## src/cpu_state_consts.vh

```
`ifndef CPU_STATE_CONSTS_VH
`define CPU_STATE_CONSTS_VH
// ========================================
// Register byte offsets (word aligned)
`define OFS_STATUS1 12'h000
`define OFS_STATUS2 12'h004
`define OFS_PC 12'h008
`define OFS_RTC 12'h00c
`define OFS_TCTRL 12'h010
`define OFS_MON 12'h014
`define OFS_BP 12'h018
`define OFS_STATE 12'h01c
`define OFS_CMD 12'h020
`define OFS_NEWST1 12'h024
`define OFS_NEWST2 12'h028
`define OFS_ENTRY 12'h02c
`define OFS_SAVPC 12'h030
`define OFS_SAVST1 12'h034
`define OFS_SAVST2 12'h038
`define OFS_SAVRTC 12'h03c
`define OFS_GREG 12'h100
`define OFS_PAGE 12'h200
// ========================================
// Field positions
`define ST1_SETSEL 14
`define TC_RTCEN 0
`define TC_RTCINT 1
`define TC_MONEN 2
`define CMD_RESUME 0
// ========================================
// Reset values
`define RST_WORD16 16'h0000
`define RST_ENTRY 16'h0080
// ========================================
// Timing
`define CLK_PERIOD_NS 40
`define INT_TICK_NS 1000000
`define EXT_TICK_MIN_NS 20000
// ========================================
// Entry sequence states
`define ST_IDLE 3'h0
`define ST_SAVE 3'h1
`define ST_LOADST 3'h2
`define ST_LOADP 3'h3
`define ST_ENABLE 3'h4
// Interrupt classes
`define CLS_NONE 2'h0
`define CLS_ONE 2'h1
`define CLS_TWO 2'h2
`define CLS_THREE 2'h3
`endif

```

## src/cpu_state_timers.v

```verilog
`timescale 1ns/1ps
`include "cpu_state_consts.vh"
// Notes on behaviour
// - One set of sixteen 16-bit registers, optionally a second set.
// - Only one set active; status1 bit 14 picks it.
// - Program counter advances by one or two by instruction length.
// - Jumps load the counter; next fetch uses it after the instruction.
// - Sixty-four writable page bases; every reference is base plus relative.
// - With read stop on, halt after a data read at breakpoint address.
// - With write stop on, halt after a data write at breakpoint address.
// - On a breakpoint match, finish the current instruction, then stop.
// - Compare all references; for two-word accesses only the even one.
// - Breakpoint address loads only from the panel, never by program.
// - A 32-bit real-time counter counts each tick of the chosen source.
// - Low half rolling from all ones to zero raises overflow interrupt.
// - Timer control sets load and enables; counts only in run mode.
// - A 16-bit monitor counter, loaded and enabled, decrements per tick.
// - At zero it raises its interrupt and clears its own enable.
// - Monitor decrements only while instructions run in run mode.
// - A panel switch picks internal or external ticks for both counters.
// - Panel real-time disable stops the counter over the program enable.
// - Internal tick runs at 1000 Hz.
// - External ticks up to 50 kHz are all counted.
// - Three interrupt classes, first highest; highest pending served first.
// - Entry: stop, lock out, save state, reload status, jump, re-enable.
module cpu_state_timers #(
    parameter TWO_SETS = 1,
    parameter INT_TICK_CYC = `INT_TICK_NS / `CLK_PERIOD_NS
) (
    // Clock, reset, enable
    input wire clk,
    input wire rst,
    input wire ce,
    // AHB-Lite slave
    input wire hsel,
    input wire [11:0] haddr,
    input wire [1:0] htrans,
    input wire hwrite,
    input wire [2:0] hsize,
    input wire [31:0] hwdata,
    input wire hready,
    output reg hreadyout,
    output reg hresp,
    output reg [31:0] hrdata,
    // Maintenance panel
    input wire panelBpLoad,
    input wire [15:0] panelBpAddr,
    input wire readStopEn,
    input wire writeStopEn,
    input wire extClkSel,
    input wire rtcDisable,
    input wire extTick,
    // Processor sequencing
    input wire runMode,
    input wire instrDone,
    input wire instrDouble,
    input wire jumpTaken,
    input wire [15:0] jumpTarget,
    // Memory reference stream
    input wire memRefValid,
    input wire memRefWrite,
    input wire memRefOdd,
    input wire [5:0] memRefPage,
    input wire [15:0] memRefAddr,
    // General register access
    input wire [3:0] regSel,
    input wire regWe,
    input wire [15:0] regWData,
    // Interrupt requests from other units
    input wire class1Req,
    input wire class2Req,
    input wire class3Req,
    // Outputs
    output reg [15:0] pc,
    output reg [15:0] physAddr,
    output reg [15:0] regOut,
    output reg stopped,
    output reg intLockout,
    output reg abortSeq,
    output reg [1:0] entryClass
);

    // ========================================
    // Storage
    reg [15:0] gregs [0:31];
    reg [15:0] pages [0:63];
    reg [15:0] status1, status2, newSt1, newSt2, entryBase;
    reg [15:0] bpAddr, mon, savPc, savSt1, savSt2;
    reg [31:0] rtc, savRtc;
    reg rtcEn, rtcIntEn, monEn, bpHit;
    reg c1Pend, c3Pend, c2ExtPend, rtcPend, monPend;
    reg [2:0] state;
    reg [1:0] curCls;
    reg [15:0] intDiv;
    reg extPrev;
    // Bus data-phase holders
    reg dWrite;
    reg [11:0] dAddr;
    integer i;

    // Absolute register index for the active set
    function [4:0] gIndex;
        input [15:0] st1;
        input [3:0] sel;
        begin
            gIndex = {(TWO_SETS != 0) & st1[`ST1_SETSEL], sel};
        end
    endfunction

    // Offset match for a word register
    function isOfs;
        input [11:0] a;
        input [11:0] ofs;
        begin
            isOfs = (a[11:2] == ofs[11:2]);
        end
    endfunction

    // ========================================
    // Tick source
    wire intTickNow = (intDiv == INT_TICK_CYC[15:0] - 16'h0001);
    wire extTickNow = extTick & ~extPrev;
    wire tick = extClkSel ? extTickNow : intTickNow;
    wire running = runMode & ~stopped & (state == `ST_IDLE);
    wire rtcStep = tick & running & rtcEn & ~rtcDisable;
    wire monStep = tick & running & monEn & (mon != `RST_WORD16);
    wire [16:0] rtcLowNext = {1'b0, rtc[15:0]} + 17'h00001;
    wire rtcOvf = rtcStep & rtcLowNext[16];
    wire monZero = monEn & (mon == `RST_WORD16);

    // Bus address and data phase qualifiers
    wire aValid = hsel & htrans[1] & hready;
    wire busWr = ce & dWrite;
    wire wrTctrl = busWr & isOfs(dAddr, `OFS_TCTRL);
    wire wrCmd = busWr & isOfs(dAddr, `OFS_CMD);
    wire wrGreg = busWr & (dAddr[11:6] == `OFS_GREG >> 6);
    wire wrPage = busWr & (dAddr[11:8] == `OFS_PAGE >> 8);

    // Breakpoint compare on even references only
    wire bpMatch = memRefValid & ~memRefOdd & (memRefAddr == bpAddr) &
        ((~memRefWrite & readStopEn) | (memRefWrite & writeStopEn));

    // Interrupt priority
    wire c2Any = c2ExtPend | rtcPend | monPend;
    wire [1:0] winCls = c1Pend ? `CLS_ONE : (c2Any ? `CLS_TWO :
        (c3Pend ? `CLS_THREE : `CLS_NONE));

    // ========================================
    // Bus slave: zero wait state, always OKAY
    always @(posedge clk) begin
        if (rst) begin
            hreadyout <= 1'b1;
            hresp <= 1'b0;
            hrdata <= 32'h00000000;
            dWrite <= 1'b0;
            dAddr <= 12'h000;
        end else if (ce) begin
            hreadyout <= 1'b1;
            hresp <= 1'b0;
            dWrite <= aValid & hwrite;
            dAddr <= haddr;
            hrdata <= 32'h00000000;
            if (aValid & ~hwrite) begin
                if (haddr[11:6] == `OFS_GREG >> 6)
                    hrdata <= {16'h0000, gregs[gIndex(status1, haddr[5:2])]};
                else if (haddr[11:8] == `OFS_PAGE >> 8)
                    hrdata <= {16'h0000, pages[haddr[7:2]]};
                else begin
                    case (haddr[11:2])
                        `OFS_STATUS1 >> 2: hrdata <= {16'h0000, status1};
                        `OFS_STATUS2 >> 2: hrdata <= {16'h0000, status2};
                        `OFS_PC >> 2: hrdata <= {16'h0000, pc};
                        `OFS_RTC >> 2: hrdata <= rtc;
                        `OFS_TCTRL >> 2: hrdata <= {29'h00000000, monEn, rtcIntEn, rtcEn};
                        `OFS_MON >> 2: hrdata <= {16'h0000, mon};
                        `OFS_BP >> 2: hrdata <= {16'h0000, bpAddr};
                        `OFS_STATE >> 2: hrdata <= {22'h000000, state, curCls,
                            c1Pend, c2Any, c3Pend, bpHit, stopped};
                        `OFS_NEWST1 >> 2: hrdata <= {16'h0000, newSt1};
                        `OFS_NEWST2 >> 2: hrdata <= {16'h0000, newSt2};
                        `OFS_ENTRY >> 2: hrdata <= {16'h0000, entryBase};
                        `OFS_SAVPC >> 2: hrdata <= {16'h0000, savPc};
                        `OFS_SAVST1 >> 2: hrdata <= {16'h0000, savSt1};
                        `OFS_SAVST2 >> 2: hrdata <= {16'h0000, savSt2};
                        `OFS_SAVRTC >> 2: hrdata <= savRtc;
                        default: hrdata <= 32'h00000000;
                    endcase
                end
            end
        end
    end

    // ========================================
    // General registers and page bases
    always @(posedge clk) begin
        if (rst) begin
            for (i = 0; i < 32; i = i + 1)
                gregs[i] <= `RST_WORD16;
            for (i = 0; i < 64; i = i + 1)
                pages[i] <= `RST_WORD16;
        end else if (ce) begin
            if (wrGreg)
                gregs[gIndex(status1, dAddr[5:2])] <= hwdata[15:0];
            if (regWe)
                gregs[gIndex(status1, regSel)] <= regWData;
            if (wrPage)
                pages[dAddr[7:2]] <= hwdata[15:0];
        end
    end

    // Register read port and relocated address
    always @(posedge clk) begin
        if (rst) begin
            regOut <= `RST_WORD16;
            physAddr <= `RST_WORD16;
        end else if (ce) begin
            regOut <= gregs[gIndex(status1, regSel)];
            physAddr <= pages[memRefPage] + memRefAddr;
        end
    end

    // ========================================
    // Tick generation
    always @(posedge clk) begin
        if (rst) begin
            intDiv <= 16'h0000;
            extPrev <= 1'b0;
        end else if (ce) begin
            extPrev <= extTick;
            intDiv <= intTickNow ? 16'h0000 : intDiv + 16'h0001;
        end
    end

    // Real-time and monitor counters
    always @(posedge clk) begin
        if (rst) begin
            rtc <= 32'h00000000;
            mon <= `RST_WORD16;
            rtcEn <= 1'b0;
            rtcIntEn <= 1'b0;
            monEn <= 1'b0;
        end else if (ce) begin
            if (busWr & isOfs(dAddr, `OFS_RTC))
                rtc <= hwdata;
            else if (rtcStep)
                rtc <= {rtc[31:16] + {15'h0000, rtcLowNext[16]}, rtcLowNext[15:0]};
            if (busWr & isOfs(dAddr, `OFS_MON))
                mon <= hwdata[15:0];
            else if (monStep)
                mon <= mon - 16'h0001;
            if (wrTctrl) begin
                rtcEn <= hwdata[`TC_RTCEN];
                rtcIntEn <= hwdata[`TC_RTCINT];
            end
            if (monZero)
                monEn <= 1'b0;
            else if (wrTctrl)
                monEn <= hwdata[`TC_MONEN];
        end
    end

    // ========================================
    // Breakpoint register and stop
    always @(posedge clk) begin
        if (rst) begin
            bpAddr <= `RST_WORD16;
            bpHit <= 1'b0;
            stopped <= 1'b0;
        end else if (ce) begin
            if (panelBpLoad)
                bpAddr <= panelBpAddr;
            if (instrDone) begin
                if (bpHit | bpMatch)
                    stopped <= 1'b1;
                bpHit <= 1'b0;
            end else if (bpMatch)
                bpHit <= 1'b1;
            if (wrCmd & hwdata[`CMD_RESUME] & ~(instrDone & (bpHit | bpMatch)))
                stopped <= 1'b0;
        end
    end

    // ========================================
    // Interrupt pending, one level of queuing each
    always @(posedge clk) begin
        if (rst) begin
            c1Pend <= 1'b0;
            c2ExtPend <= 1'b0;
            rtcPend <= 1'b0;
            monPend <= 1'b0;
            c3Pend <= 1'b0;
        end else if (ce) begin
            if (state == `ST_SAVE) begin
                case (curCls)
                    `CLS_ONE: c1Pend <= 1'b0;
                    `CLS_TWO: begin
                        if (c2ExtPend)
                            c2ExtPend <= 1'b0;
                        else if (rtcPend)
                            rtcPend <= 1'b0;
                        else
                            monPend <= 1'b0;
                    end
                    `CLS_THREE: c3Pend <= 1'b0;
                    default: c1Pend <= c1Pend;
                endcase
            end
            // New events win over the clear above
            if (class1Req)
                c1Pend <= 1'b1;
            if (class2Req)
                c2ExtPend <= 1'b1;
            if (rtcOvf & rtcIntEn)
                rtcPend <= 1'b1;
            if (monZero)
                monPend <= 1'b1;
            if (class3Req)
                c3Pend <= 1'b1;
        end
    end

    // ========================================
    // Program counter and interrupt entry sequence
    always @(posedge clk) begin
        if (rst) begin
            state <= `ST_IDLE;
            curCls <= `CLS_NONE;
            pc <= `RST_WORD16;
            status1 <= `RST_WORD16;
            status2 <= `RST_WORD16;
            newSt1 <= `RST_WORD16;
            newSt2 <= `RST_WORD16;
            entryBase <= `RST_ENTRY;
            savPc <= `RST_WORD16;
            savSt1 <= `RST_WORD16;
            savSt2 <= `RST_WORD16;
            savRtc <= 32'h00000000;
            intLockout <= 1'b0;
            abortSeq <= 1'b0;
            entryClass <= `CLS_NONE;
        end else if (ce) begin
            abortSeq <= 1'b0;
            if (busWr & isOfs(dAddr, `OFS_NEWST1))
                newSt1 <= hwdata[15:0];
            if (busWr & isOfs(dAddr, `OFS_NEWST2))
                newSt2 <= hwdata[15:0];
            if (busWr & isOfs(dAddr, `OFS_ENTRY))
                entryBase <= hwdata[15:0];
            case (state)
                `ST_IDLE: begin
                    if (busWr & isOfs(dAddr, `OFS_STATUS1))
                        status1 <= hwdata[15:0];
                    if (busWr & isOfs(dAddr, `OFS_STATUS2))
                        status2 <= hwdata[15:0];
                    if (busWr & isOfs(dAddr, `OFS_PC))
                        pc <= hwdata[15:0];
                    else if (instrDone & running)
                        pc <= jumpTaken ? jumpTarget :
                            pc + (instrDouble ? 16'h0002 : 16'h0001);
                    if (winCls != `CLS_NONE && running) begin
                        state <= `ST_SAVE;
                        curCls <= winCls;
                        intLockout <= 1'b1;
                        abortSeq <= 1'b1;
                    end
                end
                `ST_SAVE: begin
                    savPc <= pc;
                    savSt1 <= status1;
                    savSt2 <= status2;
                    savRtc <= rtc;
                    state <= `ST_LOADST;
                end
                `ST_LOADST: begin
                    status1 <= newSt1;
                    status2 <= newSt2;
                    state <= `ST_LOADP;
                end
                `ST_LOADP: begin
                    pc <= entryBase + {12'h000, curCls, 2'b00};
                    entryClass <= curCls;
                    state <= `ST_ENABLE;
                end
                `ST_ENABLE: begin
                    intLockout <= 1'b0;
                    curCls <= `CLS_NONE;
                    state <= `ST_IDLE;
                end
                default: state <= `ST_IDLE;
            endcase
        end
    end

endmodule // cpu_state_timers

```

## config.mk

```make
export PLATFORM = sky130hd
export DESIGN_NAME = cpu_state_timers
export DESIGN_NICKNAME = d
export VERILOG_FILES = /design/src/cpu_state_timers.v
export VERILOG_INCLUDE_DIRS = /design/src
export SDC_FILE = /design/constraint.sdc
export NUM_CORES = 2
export LEC_CHECK = 0
export CORE_AREA = 2 2 398 400
export CTS_BUF_LIST = sky130_fd_sc_hd__clkbuf_8 sky130_fd_sc_hd__clkbuf_16
export DETAILED_ROUTE_END_ITERATION = 7
export DIE_AREA = 0 0 400 402
export DONT_BUFFER_PORTS = 1
export PLACE_DENSITY_LB_ADDON = 0.12
export SYNTH_ARGS = -nofsm -noshare
export SYNTH_HDL_FRONTEND = slang
export SYNTH_SLANG_ARGS = --single-unit
```

## constraint.sdc

```tcl
create_clock -name clk -period 7 [get_ports clk]
set_input_delay 0.7 -clock clk [delete_from_list [all_inputs] [get_ports clk]]
set_output_delay 0.7 -clock clk [all_outputs]
set_load 0.05 [all_outputs]
```

## Word-level counts from Yosys, hierarchy flattened

Memory sizes are Yosys's and may differ from the RTL's. A register that Yosys moved wholly into a read port is not among the register bits.
Index checks and enable logic that the tools add are counted.

| operators by class | value |
|---|---|
| add/sub/neg operators | 7 |
| equality and inequality tests | 43 |
| muxes and demuxes | 78 |
| bitwise gates (word level) | 48 |
| reductions and logical operators | 51 |

Operators by type and width:

| kind | count |
|---|---|
| 32-bit case mux with 15 select lines | 1 |
| 16-bit 2-to-1 mux | 11 |
| 32-bit 2-to-1 mux | 5 |
| 10-bit by 4-bit equality test with 1-bit output, second input constant | 11 |
| 16-bit case mux with 2 select lines | 3 |
| 10-bit by 3-bit equality test with 1-bit output, second input constant | 6 |
| 16-bit OR reduction | 3 |
| 1-bit 2-to-1 mux | 46 |
| 10-bit by 2-bit equality test with 1-bit output, second input constant | 4 |
| 2-bit nonzero test | 20 |
| 1-bit AND | 37 |
| 2-bit AND reduction | 12 |
| 3-bit AND reduction | 8 |
| 10-bit by 1-bit equality test with 1-bit output, second input constant | 2 |
| 10-bit logical NOT | 2 |
| 16-bit by 1-bit adder with 17-bit output, second input constant | 1 |
| 16-bit by 1-bit adder with 16-bit output | 1 |
| 16-bit by 1-bit adder with 16-bit output, second input constant | 1 |
| 16-bit adder | 1 |
| 16-bit by 2-bit adder with 16-bit output | 1 |
| 16-bit by 4-bit adder with 16-bit output | 1 |
| 16-bit by 15-bit equality test with 1-bit output, second input constant | 1 |
| 16-bit equality test | 1 |
| 16-bit logical NOT | 1 |
| 24 further kinds | 47 |

| word-level totals | value |
|---|---|
| bits in registers | 337 |
| bits in writable memories | 1,536 |
| bits of input ports | 146 |
| output and inout bits | 87 |
| logic and storage cells | 263 |
| memories | 2 |

Memory list:

| memory | depth | bits a word | rd ports | clocked after Yosys merged registers in | wr ports | RTL line | source |
|---|---|---|---|---|---|---|---|
| pages | 64 | 16 | 2 | 0 | 64 | cpu_state_timers.v:86 | `reg [15:0] pages [0:63];` |
| gregs | 32 | 16 | 2 | 1 | 32 | cpu_state_timers.v:85 | `reg [15:0] gregs [0:31];` |

## Logic depth before layout (Yosys ltp)

| depth | value |
|---|---|
| word-level depth | 10 |
| gate-level depth with buffers | 18 |

## Worst setup path before layout

Ideal clock, no wire load.

| timing path | value |
|---|---|
| path kind | in2reg |
| start point | in memRefPage[0] |
| end point | reg physAddr[14] |
| data arrival time | 5,088 ps |
| data required time | 6,883 ps |
| slack | 1,795 ps |
| stages on the path | 17 |
| cells stage by stage | buf_2 > buf_1 > buf_1 > mux4_2 > mux4_2 > mux4_2 > ha_1 > inv_1 > fa_1 > nor2b_1 > o31a_1 > o211ai_1 > a21oi_1 > o31ai_1 > o21ai_0 > xor2_1 > a22o_1 |

| on the way | value |
|---|---|
| cells in the longest elaborated chain, start to end | 2 |

Ends and longest elaborated chain:

| what | RTL line | source |
|---|---|---|
| from (decl) | cpu_state_timers.v:63 | `input wire [5:0] memRefPage,` |
| memory read 64 x 16 bit | -- |  |
| 16-bit adder | cpu_state_timers.v:218 | `physAddr <= pages[memRefPage] + memRefAddr;` |
| to (signal assigned) | cpu_state_timers.v:215 | `` physAddr <= `RST_WORD16; `` |
| to (signal assigned) | cpu_state_timers.v:218 |  |
| to (decl) | cpu_state_timers.v:75 | `output reg [15:0] physAddr,` |

No other way between the ends.
A chain may end at the register's enable or synchronous reset.

## Worst setup path after layout

| timing path | value |
|---|---|
| start point | in haddr[2] |
| end point | reg hrdata[11] |

| on the way | value |
|---|---|
| cells in the longest elaborated chain, start to end | 5 |
| elaborated cells on any way between the ends | 21 |

Ends and longest elaborated chain:

| what | RTL line | source |
|---|---|---|
| from (decl) | cpu_state_timers.v:36 | `input wire [11:0] haddr,` |
| branches (longest 3 deep; another with memory read 64 x 16 bit) | -- |  |
| 32-bit 2-to-1 mux * | cpu_state_timers.v:164 | `` if (haddr[11:6] == `OFS_GREG >> 6) `` |
| 32-bit 2-to-1 mux * | cpu_state_timers.v:163 | `if (aValid & ~hwrite) begin` |
| to (signal assigned) | cpu_state_timers.v:165 | `hrdata <= {16'h0000, gregs[gIndex(status1, haddr[5:2])]};` |
| to (signal assigned) | cpu_state_timers.v:167 | `hrdata <= {16'h0000, pages[haddr[7:2]]};` |
| to (signal assigned) | cpu_state_timers.v:170 | `` `OFS_STATUS1 >> 2: hrdata <= {16'h0000, status1}; `` |
| to (decl) | cpu_state_timers.v:44 | `output reg [31:0] hrdata,` |

Mark *: on every way between the ends.

==> flow_summary.yaml <==
run_status:
  status: "finished with violations"
  violations: "slew limit"
route:
  drc_errors: 0
  totalWireLength_mm: 341
  drt_iter0_markers: 12322
  wl_per_cell_um: 36.6
  via_per_inst: 7.51
  drt_first_pass_iters: 8
  antenna_left: 0
  num_vias: 70099
timing:
  fmax_ghz: 0.207
  tightest_slew_ns: 2.75
  fin_ws_ns: 2.18
  period_needed_ns: 4.82
  hold_viol: 0
  drv_slew: 684
  fin_crit_sh: 0.689
  finalSetupViolCount: 0
  setup-tns-final_ns: 0
  maxSlewHeadroom: -0.832
  rsz0062_at_grt: "no"
  skew_ns: 0.0309
critical_path:
  max_stage_delay_ns: 1.38
  start_kind: "input pin"
  critical_path.max_fanout: 406
  cp.arrival_ns: 5.57
  rrSetupSlack_ns: 2.60
  end_kind: "register"
  cp_slowest_cell: "mux4_2"
  r2r_cells: 8
  timing.rr.end: "mon[2]"
  critical_path_class: "in -> reg"
  crit_top_cell: "mux4_2"
  required_ns: 7.75
  timing.rr.start: "dAddr[2]"
  cp_cell_sequence: "mux4_2, mux4_2, nor2b_1, a211oi_1, a31oi_1, a211o_1, a32o_1"
cts:
  clkTransAtPathRegs_ns: 0.06
  root_buffer: "clkbuf_16"
  post-cts-setup-buffer-count: 0
  numCtsBuffers: 199
  cts.sinks: 1887
  clk_path_buf_depth: 3
  cts_tree: "built"
  postCtsHoldBufs: 41
  htreeDepth: 4
  clk_latency_ns: 0.88
  cts.repair.resized: 0
synth:
  synth_edf_count: 1536
  yosysSeqAreaShare: 0.525
  syn_inst: 7445
  synth.distinct_cells: 72
  ys_warn_count: 0
  ys_ff_latch: 1887
  syn_area_sq_um: 101000
  synth_nets: 7618
  avgSynthCellArea_sq_um: 13.6
  async_reset_ff_frac: 0
  ys.flop_type: "edfxtp_1"
hold_path:
  hold_path.class: "in -> reg"
  whs_endpoint: "newSt1[14]"
  worstHoldStart: "hwdata[14]"
  hold_depth: 2
layout:
  drive_gt1_frac: 0.219
  fin_nets: 7259
  area_delta_synth_final_pct: 8.08
  nFillCells: 10552
place:
  io_buffers: 0
  pre_cts_ws_ns: 2.18
  hpwl_mm: 202
  gp_congestion: 0.979
floorplanning:
  row_count: 146
  initial_core_util: 0.644
  die_area_sq_um: 161000
  fp.dieW_um: 400
  fp.dieH_um: 402
  coreArea_sq_um: 157000
  boundaryPins: 233
global_route:
  track_usage: 0.425
  grt_start_max_net_pins: 418
  grt-ovfl-total: 0
  grt_pass1_vias: 67736
  grt_pass1_wl_mm: 482
  grt_antenna_before_repair: 30
pwr:
  p_per_area_nw_per_um2: 233
  p_leak_nw: 37.6
  ir_worst_vdd_v: 0.000253
job:
  cap_violations: 0
routing by layer:
layer	routed length [um]	vias up	part of all wire	GRT usage
met2	153000	5731	0.45	0.628
met5	424	-	0.0012	0.00666
met1	110000	34837	0.32	0.546
li1	-	28354	-	-
met4	27900	38	0.082	0.279
met3	49800	1139	0.15	0.129
kinds of logic (layout without fill, tap and decap cells):
family,after synthesis,after routing,share of synthesized area
multiplexers,1039,1039,0.220
XOR/XNOR,65,65,0.00562
flip-flops,1887,1887,0.525
other,2,7,0.0000742
AND/OR/NAND/NOR,2262,2262,0.118
adder cells (fa/ha/maj),27,27,0.00356
buffers and inverters,810,617,0.0318
AO/OA/AOI/OAI,1353,1353,0.0956
cell usage in the layout (no fill, tap or decap), types with 32 or more instances in the layout:
| master | synthesis | final |
|---|---|---|
| inv_1 | 18 | 63 |
| a22oi_1 | 88 | 88 |
| nor3_2 | 0 | 32 |
| a221oi_1 | 34 | 34 |
| mux4_2 | 950 | 950 |
| and3_1 | 46 | 46 |
| dlygate4sd3_1 | 0 | 39 |
| clkinv_1 | 1 | 37 |
| a21oi_1 | 310 | 309 |
| nor2_2 | 0 | 44 |
| nor2_1 | 356 | 310 |
| nand2_1 | 490 | 490 |
| and2_1 | 1047 | 1047 |
| xnor2_1 | 51 | 51 |
| a211oi_1 | 66 | 66 |
| nor3_1 | 76 | 43 |
| o21ai_0 | 184 | 102 |
| edfxtp_1 | 1536 | 1536 |
| clkbuf_16 | 0 | 199 |
| buf_4 | 13 | 190 |
| clkinv_2 | 0 | 39 |
| dfxtp_1 | 351 | 350 |
| a22o_1 | 550 | 550 |
| nand4_1 | 41 | 41 |
| o21ai_1 | 5 | 58 |
| mux2i_1 | 67 | 67 |
| nand3_1 | 77 | 77 |
cells in the mapped netlist (51+ instances only):
master | instances | area share
a22o_1 | 550 | 0.048
edfxtp_1 | 1536 | 0.46
nand2_1 | 490 | 0.018
nor3_1 | 76 | 0.0038
xnor2_1 | 51 | 0.0044
mux2i_1 | 67 | 0.0066
nand3_1 | 77 | 0.0038
buf_1 | 65 | 0.0024
a211oi_1 | 66 | 0.0049
dfxtp_1 | 351 | 0.069
and2_1 | 1047 | 0.065
nor2_1 | 356 | 0.013
a22oi_1 | 88 | 0.0065
buf_2 | 83 | 0.0041
o21ai_0 | 184 | 0.0091
clkbuf_1 | 626 | 0.023
a21oi_1 | 310 | 0.015
mux4_2 | 950 | 0.21
registers in the layout (all words and copies together) (netlist names), 32 cells and up:
| signal | flops |
|---|---|
| hrdata | 32 |
| rtc | 32 |
| pages | 1024 |
| savRtc | 32 |
| gregs | 512 |
per-stage QoR:
stage	util	instances	hold slack [ns]	instance area (sq um)	power, mW
global placement	0.653	8916	0.439	103000	15.1
detailed placement	0.653	8916	0.445	103000	15.1
global route	0.696	9324	0.00880	109000	26.0
CTS	0.696	9324	0.0000806	109000	25.4
floorplan	-	7445	0.434	101000	14.7
finish	0.697	9329	0.0177	109000	25.5
how the worst max path moves through the flow:
| stage | startpoint | cells after the start | end |
|---|---|---|---|
| 6_report | haddr[2] | 7 | hrdata[11] |
| 5_1_grt | dAddr[2] | 8 | mon[2] |
| 4_1_cts | pages[24][0] | 14 | physAddr[14] |
| 3_5_place_dp | memRefPage[0] | 14 | physAddr[14] |
| 3_3_place_gp | memRefPage[0] | 14 | physAddr[14] |
| 2_1_floorplan | memRefPage[0] | 17 | physAddr[14] |
power by group:
part	internal [mW]	switching [mW]	leakage [nW]
registers	12.5	0.338	18.6
clock network	5.85	4.60	3.31
logic	1.09	1.19	15.6
total	19.4	6.13	37.6
area by class of cell:
| type | count | area, sq um | area share |
|---|---|---|---|
| sequential | 1887 | 53200 | 0.486 |
| antenna | 5 | 12.5 | 0.000114 |
| clock inverter | 156 | 1200 | 0.0110 |
| clock buffer | 211 | 5140 | 0.0470 |
| tap | 2072 | 2590 | 0.0237 |
| inverter | 19 | 72.6 | 0.000663 |
| multi-input combinational | 4748 | 45400 | 0.415 |
| timing repair buffer | 231 | 1860 | 0.0170 |
critical path, delay by kind of cell:
kind | cells | cell delay (ns)
simple gates | 1 | 0.14
mux | 2 | 1.85
compound gates | 4 | 1.72
No activity file was read; power rests on OpenSTA's default activity.
